$ cat src/logic/cvf_pkg.sv
// package: register map, field layout, decode tables and timing for the cell voltage fault block
`default_nettype none
package cvf_pkg;
   // register offsets (byte addresses on the plain register port)
   localparam logic [7:0] ADDR_SYS_CFG = 8'h01;
   localparam logic [7:0] ADDR_OV_TRIP = 8'h02;
   localparam logic [7:0] ADDR_OV_CFG = 8'h03;
   localparam logic [7:0] ADDR_UV_TRIP = 8'h04;
   localparam logic [7:0] ADDR_UNDERVOLTAGE_RECOVERY_MODE = 8'h05;
   localparam logic [7:0] ADDR_OCD_DLY = 8'h06;
   localparam logic [7:0] ADDR_STATUS = 8'h10;
   // reset values
   localparam logic [7:0] RST_SYS_CFG = 8'h00;
   localparam logic [7:0] RST_OV_TRIP = 8'h38;
   localparam logic [7:0] RST_OV_CFG = 8'h00;
   localparam logic [7:0] RST_UV_TRIP = 8'h00;
   localparam logic [7:0] RST_UNDERVOLTAGE_RECOVERY_MODE = 8'h00;
   localparam logic [7:0] RST_OCD_DLY = 8'h08;
   // field positions
   localparam int CNT_LSB = 5;
   localparam int OVT_LSB = 0;
   localparam int TS_CTL_BIT = 7;
   localparam int OVH_LSB = 4;
   localparam int OVD_LSB = 0;
   localparam int UV_INH_BIT = 7;
   localparam int UVT_LSB = 0;
   localparam int UV_RECMODE_BIT = 7;
   localparam int UV_SD_BIT = 6;
   localparam int UVH_LSB = 4;
   localparam int UVD_LSB = 0;
   localparam int DISCHARGE_OVERCURRENT_DELAY_CODE_W = 5;
   localparam logic [2:0] UVD_OFF = 3'h7;
   localparam logic [2:0] CNT_CODE_BAD = 3'h7;
   // voltages in millivolts
   localparam int MV_W = 13;
   localparam int MAX_CELLS = 10;
   localparam int MIN_CELLS = 4;
   localparam logic [MV_W-1:0] OV_TRIP_BASE_MV = 13'h0AF0;
   localparam logic [MV_W-1:0] OV_TRIP_STEP_MV = 13'h0019;
   localparam logic [MV_W-1:0] UV_TRIP_BASE_MV = 13'h0578;
   localparam logic [MV_W-1:0] UV_TRIP_STEP_MV = 13'h0064;
   localparam logic [MV_W-1:0] UV_HYST_STEP_MV = 13'h0190;
   localparam logic [MV_W-1:0] UNDERVOLTAGE_RECOVERY_MODE_MAX_MV = 13'h0DAC;
   // ov hysteresis by code, index 0 = 300 mV ... index 7 = 0 mV
   localparam logic [7:0][MV_W-1:0] OV_HYST_MV = {13'h0000, 13'h0019, 13'h0032, 13'h0064,
                                                  13'h0096, 13'h00C8, 13'h00FA, 13'h012C};
   // timing: one tick every 250 ms
   localparam int CLK_KHZ = 10000;
   localparam int TICK_MS = 250;
   localparam int TICK_CYCLES = TICK_MS * CLK_KHZ;
   localparam int OV_DLY_BASE_MS = 500;
   localparam int UV_DLY_BASE_MS = 500;
   localparam int SD_HOLD_MS = 8000;
   localparam int OV_DLY_BASE_TICKS = OV_DLY_BASE_MS / TICK_MS;
   localparam int UV_DLY_BASE_TICKS = UV_DLY_BASE_MS / TICK_MS;
   localparam int SD_HOLD_TICKS = SD_HOLD_MS / TICK_MS;

   typedef enum logic [2:0] {
      CVF_UV_NORMAL = 3'b001,
      CVF_UV_FAULT = 3'b010,
      CVF_UV_SHUTDOWN = 3'b100
   } cvf_uv_state_t;

   typedef struct packed {
      logic charger_present;
      logic load_present;
   } cvf_pins_t;

   typedef logic [MAX_CELLS-1:0][MV_W-1:0] cvf_cells_t;
endpackage
`default_nettype wire

$ cat src/logic/cvf_top.sv
// cell voltage fault configuration, decode and fault timing
// Function
// - thermistor charger-control bit set: pull thermistor line low on overvoltage fault
// - ov hysteresis code selects 300..50 mV, then 25 mV, then 0 mV
// - ov delay code selects 0.5 s to 2.25 s in 0.25 s steps
// - hysteresis-inhibit clear uses trip plus hysteresis for recovery; set uses trip only
// - uv trip code selects 1.4 V to 2.9 V in 0.1 V steps
// - recovery mode clear: recover when all cells above level; charge on immediately
// - recovery mode set: recover only when all cells above level and load removed
// - shutdown-enable clear: never enter shutdown from undervoltage fault
// - shutdown-enable set: shutdown if any cell below level over 8 s in fault
// - uv hysteresis code selects 0.4, 0.8, 1.2 or 1.6 V
// - uv recovery level clamped to at most 3.5 V
// - uv delay code selects 0.5 s to 32 s binary; code 7 disables detection
// - discharge overcurrent delay register uses low five bits; upper three unused
// - ov trip code selects 2.8 V to 4.375 V in 25 mV steps
// - cell count code selects 10 down to 4 cells; only those cells checked
`default_nettype none
module cvf_top #(
   parameter int TICK_CYCLES = cvf_pkg::TICK_CYCLES
) (
   input wire logic i_clk_sys,
   input wire logic i_resetn,
   input wire logic [7:0] i_addr,
   input wire logic [7:0] i_wdata,
   input wire logic i_wr,
   input wire logic i_rd,
   input wire cvf_pkg::cvf_cells_t i_cell_mv,
   input wire cvf_pkg::cvf_pins_t i_pins,
   output logic [7:0] o_rdata,
   output logic o_ov_fault,
   output logic o_uv_fault,
   output logic o_shutdown,
   output logic o_chg_fet_en,
   output logic o_dsg_fet_en,
   output logic o_therm_out,
   output logic o_therm_oe,
   output logic [cvf_pkg::DISCHARGE_OVERCURRENT_DELAY_CODE_W-1:0] o_discharge_overcurrent_delay_code
);
   localparam int MV_W = cvf_pkg::MV_W;
   localparam int NC = cvf_pkg::MAX_CELLS;

   logic [7:0] sys_cfg_ff, ov_trip_ff, ov_cfg_ff, uv_trip_ff, undervoltage_recovery_mode_ff, ocd_dly_ff;
   logic [7:0] rdata_ff, nxt_rdata;
   cvf_pkg::cvf_cells_t cell_s1_ff, cell_s2_ff;
   cvf_pkg::cvf_pins_t pin_s1_ff, pin_s2_ff;
   logic [23:0] tick_cnt_ff;
   logic tick_ff;
   logic [3:0] ov_cnt_ff;
   logic [7:0] uv_cnt_ff;
   logic [5:0] sd_cnt_ff;
   logic ov_fault_ff, therm_oe_ff, chg_ff, dsg_ff;
   cvf_pkg::cvf_uv_state_t uv_st_ff, nxt_uv_st;

   // register port
   always_ff @(posedge i_clk_sys or negedge i_resetn) begin
      if (!i_resetn) begin
         sys_cfg_ff <= cvf_pkg::RST_SYS_CFG;
         ov_trip_ff <= cvf_pkg::RST_OV_TRIP;
         ov_cfg_ff <= cvf_pkg::RST_OV_CFG;
         uv_trip_ff <= cvf_pkg::RST_UV_TRIP;
         undervoltage_recovery_mode_ff <= cvf_pkg::RST_UNDERVOLTAGE_RECOVERY_MODE;
         ocd_dly_ff <= cvf_pkg::RST_OCD_DLY;
      end else if (i_wr) begin
         case (i_addr)
            cvf_pkg::ADDR_SYS_CFG: sys_cfg_ff <= i_wdata;
            cvf_pkg::ADDR_OV_TRIP: ov_trip_ff <= {2'h0, i_wdata[5:0]};
            cvf_pkg::ADDR_OV_CFG: ov_cfg_ff <= {i_wdata[7:4], 1'h0, i_wdata[2:0]};
            cvf_pkg::ADDR_UV_TRIP: uv_trip_ff <= {i_wdata[7], 3'h0, i_wdata[3:0]};
            cvf_pkg::ADDR_UNDERVOLTAGE_RECOVERY_MODE: undervoltage_recovery_mode_ff <= {i_wdata[7:4], 1'h0, i_wdata[2:0]};
            cvf_pkg::ADDR_OCD_DLY: ocd_dly_ff <= {3'h0, i_wdata[4:0]};
            default: ;
         endcase
      end
   end

   always_comb begin
      nxt_rdata = 8'h00;
      if (i_rd) begin
         case (i_addr)
            cvf_pkg::ADDR_SYS_CFG: nxt_rdata = sys_cfg_ff;
            cvf_pkg::ADDR_OV_TRIP: nxt_rdata = ov_trip_ff;
            cvf_pkg::ADDR_OV_CFG: nxt_rdata = ov_cfg_ff;
            cvf_pkg::ADDR_UV_TRIP: nxt_rdata = uv_trip_ff;
            cvf_pkg::ADDR_UNDERVOLTAGE_RECOVERY_MODE: nxt_rdata = undervoltage_recovery_mode_ff;
            cvf_pkg::ADDR_OCD_DLY: nxt_rdata = ocd_dly_ff;
            cvf_pkg::ADDR_STATUS: nxt_rdata = {5'h00, o_shutdown, o_uv_fault, ov_fault_ff};
            default: nxt_rdata = 8'h00;
         endcase
      end
   end

   always_ff @(posedge i_clk_sys or negedge i_resetn) begin
      if (!i_resetn) begin
         rdata_ff <= 8'h00;
      end else begin
         rdata_ff <= nxt_rdata;
      end
   end

   // field decode
   wire logic [2:0] cnt_code = sys_cfg_ff[cvf_pkg::CNT_LSB +: 3];
   wire logic [5:0] ovt_code = ov_trip_ff[cvf_pkg::OVT_LSB +: 6];
   wire logic ts_ctl = ov_cfg_ff[cvf_pkg::TS_CTL_BIT];
   wire logic [2:0] ovh_code = ov_cfg_ff[cvf_pkg::OVH_LSB +: 3];
   wire logic [2:0] ovd_code = ov_cfg_ff[cvf_pkg::OVD_LSB +: 3];
   wire logic uv_inh = uv_trip_ff[cvf_pkg::UV_INH_BIT];
   wire logic [3:0] uvt_code = uv_trip_ff[cvf_pkg::UVT_LSB +: 4];
   wire logic undervoltage_recovery_mode_mode = undervoltage_recovery_mode_ff[cvf_pkg::UV_RECMODE_BIT];
   wire logic uv_sd_en = undervoltage_recovery_mode_ff[cvf_pkg::UV_SD_BIT];
   wire logic [1:0] uvh_code = undervoltage_recovery_mode_ff[cvf_pkg::UVH_LSB +: 2];
   wire logic [2:0] uvd_code = undervoltage_recovery_mode_ff[cvf_pkg::UVD_LSB +: 3];

   // illegal cell count code falls back to the smallest pack
   wire logic [3:0] n_cells = (cnt_code == cvf_pkg::CNT_CODE_BAD) ? 4'(cvf_pkg::MIN_CELLS)
                                                                  : 4'(NC - int'(cnt_code));
   wire logic [MV_W-1:0] ov_trip_mv = cvf_pkg::OV_TRIP_BASE_MV
                                      + MV_W'(ovt_code) * cvf_pkg::OV_TRIP_STEP_MV;
   wire logic [MV_W-1:0] ov_hyst_mv = cvf_pkg::OV_HYST_MV[ovh_code];
   wire logic [MV_W-1:0] ov_rel_mv = ov_trip_mv - ov_hyst_mv;
   wire logic [MV_W-1:0] uv_trip_mv = cvf_pkg::UV_TRIP_BASE_MV
                                      + MV_W'(uvt_code) * cvf_pkg::UV_TRIP_STEP_MV;
   wire logic [MV_W-1:0] uv_hyst_mv = MV_W'({1'b0, uvh_code} + 3'h1) * cvf_pkg::UV_HYST_STEP_MV;
   wire logic [MV_W-1:0] uv_sum_mv = uv_trip_mv + uv_hyst_mv;
   wire logic [MV_W-1:0] uv_hys_lvl = (uv_sum_mv > cvf_pkg::UNDERVOLTAGE_RECOVERY_MODE_MAX_MV) ? cvf_pkg::UNDERVOLTAGE_RECOVERY_MODE_MAX_MV
                                                                           : uv_sum_mv;
   wire logic [MV_W-1:0] undervoltage_recovery_mode_mv = uv_inh ? uv_trip_mv : uv_hys_lvl;
   wire logic [3:0] ov_need = 4'(cvf_pkg::OV_DLY_BASE_TICKS) + {1'b0, ovd_code};
   wire logic [7:0] uv_need = 8'(cvf_pkg::UV_DLY_BASE_TICKS) << uvd_code;
   wire logic uv_det_off = (uvd_code == cvf_pkg::UVD_OFF);

   // input synchronisers
   always_ff @(posedge i_clk_sys or negedge i_resetn) begin
      if (!i_resetn) begin
         cell_s1_ff <= '0;
         cell_s2_ff <= '0;
         pin_s1_ff <= '0;
         pin_s2_ff <= '0;
      end else begin
         cell_s1_ff <= i_cell_mv;
         cell_s2_ff <= cell_s1_ff;
         pin_s1_ff <= i_pins;
         pin_s2_ff <= pin_s1_ff;
      end
   end

   // per-cell comparisons, unused cells masked
   logic [NC-1:0] c_ov, c_ovrel, c_uv, c_rec;
   genvar gi;
   generate
      for (gi = 0; gi < NC; gi++) begin : g_cell
         wire logic used = (4'(gi) < n_cells);
         assign c_ov[gi] = used && (cell_s2_ff[gi] > ov_trip_mv);
         assign c_ovrel[gi] = used && (cell_s2_ff[gi] >= ov_rel_mv);
         assign c_uv[gi] = used && (cell_s2_ff[gi] < uv_trip_mv);
         assign c_rec[gi] = used && (cell_s2_ff[gi] <= undervoltage_recovery_mode_mv);
      end
   endgenerate
   wire logic any_ov = |c_ov;
   wire logic all_ov_clear = ~|c_ovrel;
   wire logic any_uv = |c_uv;
   wire logic all_recovered = ~|c_rec;

   // 250 ms timebase
   always_ff @(posedge i_clk_sys or negedge i_resetn) begin
      if (!i_resetn) begin
         tick_cnt_ff <= 24'h000000;
         tick_ff <= 1'b0;
      end else if (tick_cnt_ff == 24'(TICK_CYCLES - 1)) begin
         tick_cnt_ff <= 24'h000000;
         tick_ff <= 1'b1;
      end else begin
         tick_cnt_ff <= tick_cnt_ff + 24'h000001;
         tick_ff <= 1'b0;
      end
   end

   // overvoltage qualification and fault
   always_ff @(posedge i_clk_sys or negedge i_resetn) begin
      if (!i_resetn) begin
         ov_cnt_ff <= 4'h0;
      end else if (ov_fault_ff || !any_ov) begin
         ov_cnt_ff <= 4'h0;
      end else if (tick_ff && ov_cnt_ff != 4'hF) begin
         ov_cnt_ff <= ov_cnt_ff + 4'h1;
      end
   end

   always_ff @(posedge i_clk_sys or negedge i_resetn) begin
      if (!i_resetn) begin
         ov_fault_ff <= 1'b0;
      end else if (!ov_fault_ff && any_ov && ov_cnt_ff > ov_need) begin
         ov_fault_ff <= 1'b1;
      end else if (ov_fault_ff && all_ov_clear) begin
         ov_fault_ff <= 1'b0;
      end
   end

   // undervoltage qualification and shutdown hold counters
   always_ff @(posedge i_clk_sys or negedge i_resetn) begin
      if (!i_resetn) begin
         uv_cnt_ff <= 8'h00;
      end else if (uv_st_ff != cvf_pkg::CVF_UV_NORMAL || !any_uv || uv_det_off) begin
         uv_cnt_ff <= 8'h00;
      end else if (tick_ff && uv_cnt_ff != 8'hFF) begin
         uv_cnt_ff <= uv_cnt_ff + 8'h01;
      end
   end

   always_ff @(posedge i_clk_sys or negedge i_resetn) begin
      if (!i_resetn) begin
         sd_cnt_ff <= 6'h00;
      end else if (uv_st_ff != cvf_pkg::CVF_UV_FAULT || all_recovered) begin
         sd_cnt_ff <= 6'h00;
      end else if (tick_ff && sd_cnt_ff != 6'h3F) begin
         sd_cnt_ff <= sd_cnt_ff + 6'h01;
      end
   end

   // undervoltage state machine
   always_comb begin
      nxt_uv_st = uv_st_ff;
      case (uv_st_ff)
         cvf_pkg::CVF_UV_NORMAL: begin
            if (!uv_det_off && any_uv && uv_cnt_ff > uv_need) begin
               nxt_uv_st = cvf_pkg::CVF_UV_FAULT;
            end
         end
         cvf_pkg::CVF_UV_FAULT: begin
            if (all_recovered && (!undervoltage_recovery_mode_mode || !pin_s2_ff.load_present)) begin
               nxt_uv_st = cvf_pkg::CVF_UV_NORMAL;
            end else if (uv_sd_en && sd_cnt_ff > 6'(cvf_pkg::SD_HOLD_TICKS)) begin
               nxt_uv_st = cvf_pkg::CVF_UV_SHUTDOWN;
            end
         end
         cvf_pkg::CVF_UV_SHUTDOWN: begin
            if (pin_s2_ff.charger_present) begin
               nxt_uv_st = cvf_pkg::CVF_UV_NORMAL;
            end
         end
         default: nxt_uv_st = cvf_pkg::CVF_UV_NORMAL;
      endcase
   end

   always_ff @(posedge i_clk_sys or negedge i_resetn) begin
      if (!i_resetn) begin
         uv_st_ff <= cvf_pkg::CVF_UV_NORMAL;
      end else begin
         uv_st_ff <= nxt_uv_st;
      end
   end

   // switch and thermistor line drive, registered
   always_ff @(posedge i_clk_sys or negedge i_resetn) begin
      if (!i_resetn) begin
         chg_ff <= 1'b0;
         dsg_ff <= 1'b0;
         therm_oe_ff <= 1'b0;
      end else begin
         chg_ff <= !ov_fault_ff && nxt_uv_st == cvf_pkg::CVF_UV_NORMAL;
         dsg_ff <= nxt_uv_st == cvf_pkg::CVF_UV_NORMAL;
         therm_oe_ff <= ts_ctl && ov_fault_ff;
      end
   end

   always_comb begin
      o_rdata = rdata_ff;
      o_ov_fault = ov_fault_ff;
      o_uv_fault = (uv_st_ff == cvf_pkg::CVF_UV_FAULT);
      o_shutdown = (uv_st_ff == cvf_pkg::CVF_UV_SHUTDOWN);
      o_chg_fet_en = chg_ff;
      o_dsg_fet_en = dsg_ff;
      o_therm_out = 1'b0;
      o_therm_oe = therm_oe_ff;
      o_discharge_overcurrent_delay_code = ocd_dly_ff[cvf_pkg::DISCHARGE_OVERCURRENT_DELAY_CODE_W-1:0];
   end

   // checks
   property p_ts_pull;
      @(posedge i_clk_sys) disable iff (!i_resetn)
      (ts_ctl && ov_fault_ff) ##1 (ts_ctl && ov_fault_ff) |-> o_therm_oe;
   endproperty
   a_ts_pull: assert property (p_ts_pull) else $error("thermistor line not pulled on ov fault");

   property p_ts_idle;
      @(posedge i_clk_sys) disable iff (!i_resetn)
      o_therm_oe |-> $past(ts_ctl) && $past(ov_fault_ff);
   endproperty
   a_ts_idle: assert property (p_ts_idle) else $error("thermistor line pulled without cause");

   property p_ov_hyst_zero;
      @(posedge i_clk_sys) disable iff (!i_resetn)
      (ovh_code == 3'h7) |-> (ov_rel_mv == ov_trip_mv);
   endproperty
   a_ov_hyst_zero: assert property (p_ov_hyst_zero) else $error("ov hysteresis code 7 not zero");

   property p_ov_delay;
      @(posedge i_clk_sys) disable iff (!i_resetn)
      $rose(ov_fault_ff) |-> $past(ov_cnt_ff) == ov_need + 4'h1;
   endproperty
   a_ov_delay: assert property (p_ov_delay) else $error("ov fault set before delay");

   property p_ov_clear;
      @(posedge i_clk_sys) disable iff (!i_resetn)
      $fell(ov_fault_ff) |-> $past(all_ov_clear);
   endproperty
   a_ov_clear: assert property (p_ov_clear) else $error("ov fault cleared above release level");

   property p_inh;
      @(posedge i_clk_sys) disable iff (!i_resetn)
      uv_inh |-> undervoltage_recovery_mode_mv == uv_trip_mv;
   endproperty
   a_inh: assert property (p_inh) else $error("recovery level ignores inhibit");

   property p_rec_load;
      @(posedge i_clk_sys) disable iff (!i_resetn)
      (o_uv_fault && undervoltage_recovery_mode_mode && pin_s2_ff.load_present) |=> !(uv_st_ff == cvf_pkg::CVF_UV_NORMAL);
   endproperty
   a_rec_load: assert property (p_rec_load) else $error("uv recovery with load present");

   property p_chg_after_rec;
      @(posedge i_clk_sys) disable iff (!i_resetn)
      (o_uv_fault && !ov_fault_ff ##1 uv_st_ff == cvf_pkg::CVF_UV_NORMAL && !ov_fault_ff) |-> o_chg_fet_en;
   endproperty
   a_chg_after_rec: assert property (p_chg_after_rec) else $error("charge not enabled on recovery");

   property p_no_sd;
      @(posedge i_clk_sys) disable iff (!i_resetn)
      $rose(o_shutdown) |-> $past(uv_sd_en) && $past(sd_cnt_ff) == 6'h21;
   endproperty
   a_no_sd: assert property (p_no_sd) else $error("shutdown entered without enable or hold");

   property p_clamp;
      @(posedge i_clk_sys) disable iff (!i_resetn)
      undervoltage_recovery_mode_mv <= cvf_pkg::UNDERVOLTAGE_RECOVERY_MODE_MAX_MV;
   endproperty
   a_clamp: assert property (p_clamp) else $error("uv recovery level above 3.5 V");

   property p_uv_off;
      @(posedge i_clk_sys) disable iff (!i_resetn)
      (uv_st_ff == cvf_pkg::CVF_UV_NORMAL && uv_det_off) |=> !o_uv_fault;
   endproperty
   a_uv_off: assert property (p_uv_off) else $error("uv fault with detection off");

   property p_ocd_upper;
      @(posedge i_clk_sys) disable iff (!i_resetn)
      (i_rd && i_addr == cvf_pkg::ADDR_OCD_DLY) |=> o_rdata[7:5] == 3'h0;
   endproperty
   a_ocd_upper: assert property (p_ocd_upper) else $error("discharge_overcurrent_delay upper bits not zero");

   property p_rd_idle;
      @(posedge i_clk_sys) disable iff (!i_resetn)
      !i_rd |=> o_rdata == 8'h00;
   endproperty
   a_rd_idle: assert property (p_rd_idle) else $error("read data outside read answer cycle");

   c_ov_trip: cover property (@(posedge i_clk_sys) disable iff (!i_resetn) $rose(o_ov_fault));
   c_uv_trip: cover property (@(posedge i_clk_sys) disable iff (!i_resetn) $rose(o_uv_fault));
   c_undervoltage_recovery_mode: cover property (@(posedge i_clk_sys) disable iff (!i_resetn) $fell(o_uv_fault) && !o_shutdown);
   c_sd: cover property (@(posedge i_clk_sys) disable iff (!i_resetn) $rose(o_shutdown));
endmodule
`default_nettype wire

$ cat config.mk
export PLATFORM = sky130hd
export DESIGN_NAME = cvf_top
export DESIGN_NICKNAME = d
export VERILOG_FILES = /design/src/logic/cvf_pkg.sv /design/src/logic/cvf_top.sv
export SDC_FILE = /design/constraint.sdc
export NUM_CORES = 1
export LEC_CHECK = 0
export BUFFER_PORTS_ARGS = -buffer_cell sky130_fd_sc_hd__buf_2
export CAP_MARGIN = 0
export CORE_ASPECT_RATIO = 1.4
export CORE_MARGIN = 10
export CORE_UTILIZATION = 34
export CTS_BUF_LIST = sky130_fd_sc_hd__clkbuf_16
export CTS_CLUSTER_SIZE = 25
export DETAILED_ROUTE_END_ITERATION = 8
export PLACE_DENSITY_LB_ADDON = 0.3
export SYNTH_ARGS = -nofsm -noshare
export SYNTH_HDL_FRONTEND = slang
export SYNTH_SLANG_ARGS = --single-unit
$ cat constraint.sdc
create_clock -name i_clk_sys -period 6.45 [get_ports i_clk_sys]
set_clock_uncertainty 0.05 [all_clocks]
set_input_delay 0 -clock i_clk_sys [delete_from_list [all_inputs] [get_ports i_clk_sys]]
set_output_delay 0 -clock i_clk_sys [all_outputs]
set_load 0.02 [all_outputs]
==> summary.txt <==
STA
  – Worst Max-Slew Pin Slew: 1070 ps
  – Final worst slack: 262 ps
  – Final Hold Viols: 0
  – Period utilisation layout: 95.9%
  – Final min period: 6190 ps
  – Slew HR: 28.9%
  – Max-slew violations: 0
  – Final setup viols: 0
  – RSZ-0062 raised after global routing: no
  – Setup TNS: 0 ps
  – Fmax: 0.162 GHz
  – Worst hold slack: 19.9 ps

Worst setup path
  – Slowest CP cell: dfrtp_1
  – Crit path capture type: flip-flop
  – Setup crit start kind: flip-flop
  – WS Path Type: flip-flop to flip-flop
  – Req. time, crit path: 6880 ps
  – Worst Path Arrival: 6610 ps
  – Worst r2r path cells: 28
  – CP most frequent cell: ha_1
  – CP max FO: 6
  – Max incr delay on CP: 450 ps

Synthesis
  – Flops & latches, synth: 360
  – Compound-Gate Fraction of Synth Area: 14.1%
  – Post-Synthesis Cell Area: 0.0236 mm²
  – Largest family of logic cells by synthesized area: adder cells
  – Synth Area in Adders: 29.0%
  – Synth async-reset ratio: 100%
  – Most used DFF post-synth: dfrtp_1
  – Sequential share of the synthesized area: 38.3%
  – Post-synth cell types: 90
  – Warnings, synthesis: 0
  – Post-synthesis xor/xnor area fraction: 2.53%
  – Post-Syn Instances: 2195
  – Synth Area in Simple Gates: 11.9%
  – Post-Syn Area per Cell: 10.7 µm²
  – Multiplexer share of the synthesized area: 1.95%
  – Post-synth EDFFs: 0

Floorplan
  – Die Height: 331 µm
  – Die footprint: 0.0804 mm²
  – FP Rows: 114
  – Area of the core: 0.0689 mm²
  – IO Count: 172
  – Starting density of the core: 34.2%
  – Die width: 242 µm

Clock network
  – CTS tree: done
  – Total CTS buffers: 38
  – Clk sinks: 360
  – Post-CTS Setup Repair Bufs: 0
  – Clock Latency Late Sink: 580 ps
  – Clock Tree Buf Depth: 3
  – CTS root buf: clkbuf_16
  – H-tree levels: 2
  – CTS clk-pin slew, worst paths: 60 ps

Global route
  – GRT Resource Usage Total: 20.4%
  – First-pass GRT wire length: 125000 µm
  – Total gr overflow: 0
  – Initial antenna violation count: 0
  – Largest net degree at the start of global routing: 157
  – Vias in the first global route: 20586

Cells and area
  – Layout cells sized above 1: 12.9%
  – Commonest non-fill, non-tap cell in the layout: ha_1
  – Core Util, Final: 42.9%
  – Layout fillers: 6407
  – Final instance area: 0.0296 mm²
  – # diodes: 0
  – Most frequent cells in the layout: ha_1 (539), dfrtp_1 (355), dlygate4sd3_1 (215), buf_2 (169), a21oi_1 (151)
  – Nets@finish: 3380
  – Area Growth Syn to Fin: 25.5%

Routing
  – DRT iter0 DRCs: 1056
  – Via count: 19463
  – Post-Route WL: 82700 µm
  – Via density: 5.35
  – Remaining DRCs: 0
  – DRT Pass-1 Iters: 5
  – Final antenna-violating net count: 0
  – Avg WL per Cell: 22.7 µm

Placed design
  – GPL Wtd Cong: 0.952
  – DP Area: 0.0261 mm²
  – Dpl hpwl: 61900 µm
  – Post-Place Worst Slack: 240 ps
  – IO buf count: 170

Worst hold path
  – Hold crit path type: input port to flip-flop
  – Hold depth: 2

Run status
  – Status: complete, no violations

Power
  – Leakage power: 14.2 nW
  – Power per Cell Area: 291 mW/mm²
  – IR drop worst, VDD: 0.157 mV

Flow run
  – Maxcap violations: 0
sequential cells by signal (all words and copies together) (netlist names), 2 cells and up:
register / cells
cell_s1_ff: 130
cell_s2_ff: 130
o_rdata: 8
ocd_dly_ff: 5
ov_cfg_ff: 7
ov_cnt_ff: 4
ov_trip_ff: 6
pin_s1_ff: 2
pin_s2_ff: 2
sd_cnt_ff: 6
sys_cfg_ff: 8
tick_cnt_ff: 24
undervoltage_recovery_mode_ff: 7
uv_cnt_ff: 8
uv_st_ff: 3
uv_trip_ff: 5
repair_timing:
action                     CTS  global route
gates resized for setup      0            20
setup endpoints to repair    0            12
hold endpoints to repair   533             1
hold buffers               215             1
stage by stage:
step	power, mW	instances
floorplan	4.70	2204
global placement	6.17	3356
detailed placement	6.31	3356
CTS	8.57	3638
global route	9.20	3639
finish	8.60	3639
cell families (layout without fill, tap and decap cells):
group | after synthesis | in the layout
AOI/OAI and AO/OA | 508 | 508
adders and majority gates | 544 | 544
DFF | 360 | 360
xor gates and xnor gates | 68 | 68
and+or+nand+nor | 542 | 542
muxes | 41 | 41
other | 2 | 11
buffers and inverters | 130 | 637
final cells by class:
class / count / area (µm²) / area share, %
multi-input combinational: 1714 / 14200 / 47.9
sequential: 360 / 9010 / 30.5
timing repair buffer: 461 / 3630 / 12.3
tap: 928 / 1160 / 3.93
clock buffer: 39 / 976 / 3.30
inverter: 109 / 409 / 1.38
clock inverter: 28 / 213 / 0.719
cells in the mapped netlist (all sizes together), types with 5 or more instances:
master / count / area, µm²
buf: 8 / 67.6
clkbuf: 13 / 48.8
nand3: 53 / 265
a21o: 46 / 347
nor3b: 6 / 55.1
nand2: 117 / 447
a211o: 5 / 43.8
or2: 5 / 31.3
a21oi: 156 / 785
o31ai: 12 / 90.1
a31o: 7 / 61.3
inv: 109 / 409
o21bai: 13 / 97.6
o21a: 17 / 128
dfstp: 5 / 131
a31oi: 25 / 156
nand3b: 10 / 75.1
or3: 7 / 43.8
nor2b: 24 / 150
a2111oi: 21 / 185
nand2b: 29 / 181
xnor2: 42 / 368
fa: 5 / 100
nor2: 134 / 503
nand4: 72 / 457
nor4: 12 / 75.1
and4: 6 / 52.6
xor2: 26 / 228
ha: 539 / 6740
and3: 12 / 80.1
a221oi: 7 / 67.6
o21ai: 93 / 465
o41ai: 6 / 60.1
o22ai: 6 / 37.5
and4b: 5 / 50.1
a211oi: 28 / 210
nand4b: 9 / 78.8
dfrtp: 355 / 8880
mux2: 39 / 439
a22oi: 13 / 97.6
nor3: 25 / 130
and2: 7 / 43.8
o211ai: 14 / 119
worst max-delay path: cells and delay by family, from the launching register on:
family                     cells  cell delay, ps
adders and majority gates      5            1520
xor gates and xnor gates       3             490
AOI/OAI and AO/OA              9            1740
DFF                            1             450
and+or+nand+nor                5            1060
buffers and inverters          6             750
path summary, 6_finish.rpt:
kind	startpoint	endpoint	slack, ps
max	uv_trip_ff[0]	sd_cnt_ff[1]	260
min	i_cell_mv[78]	cell_s1_ff[78]	20
max reg2reg	uv_trip_ff[0]	sd_cnt_ff[1]	260
min reg2reg	cell_s1_ff[83]	cell_s2_ff[83]	290
max in group asynchronous	i_resetn	cell_s1_ff[117]	4950
min in group asynchronous	i_resetn	cell_s1_ff[35]	500
per-layer routing:
| metal | vias to the layer above | global-route usage [%] | part of all wire (%) |
|---|---|---|---|
| met5 | - | 0 | 0 |
| li1 | 9183 | - | - |
| met1 | 9560 | 22.9 | 39 |
| met3 | 198 | 2.73 | 4.2 |
| met2 | 522 | 36.6 | 51 |
| met4 | 0 | 11.3 | 6.3 |
where the power goes:
group          switching (mW)  internal [mW]  leakage, nW
combinational            2.42           1.57         9.21
clock                   0.922           1.19        0.602
sequential              0.136           2.37         4.37
total                    3.47           5.12         14.2
No activity file was read; power rests on OpenSTA's default activity.
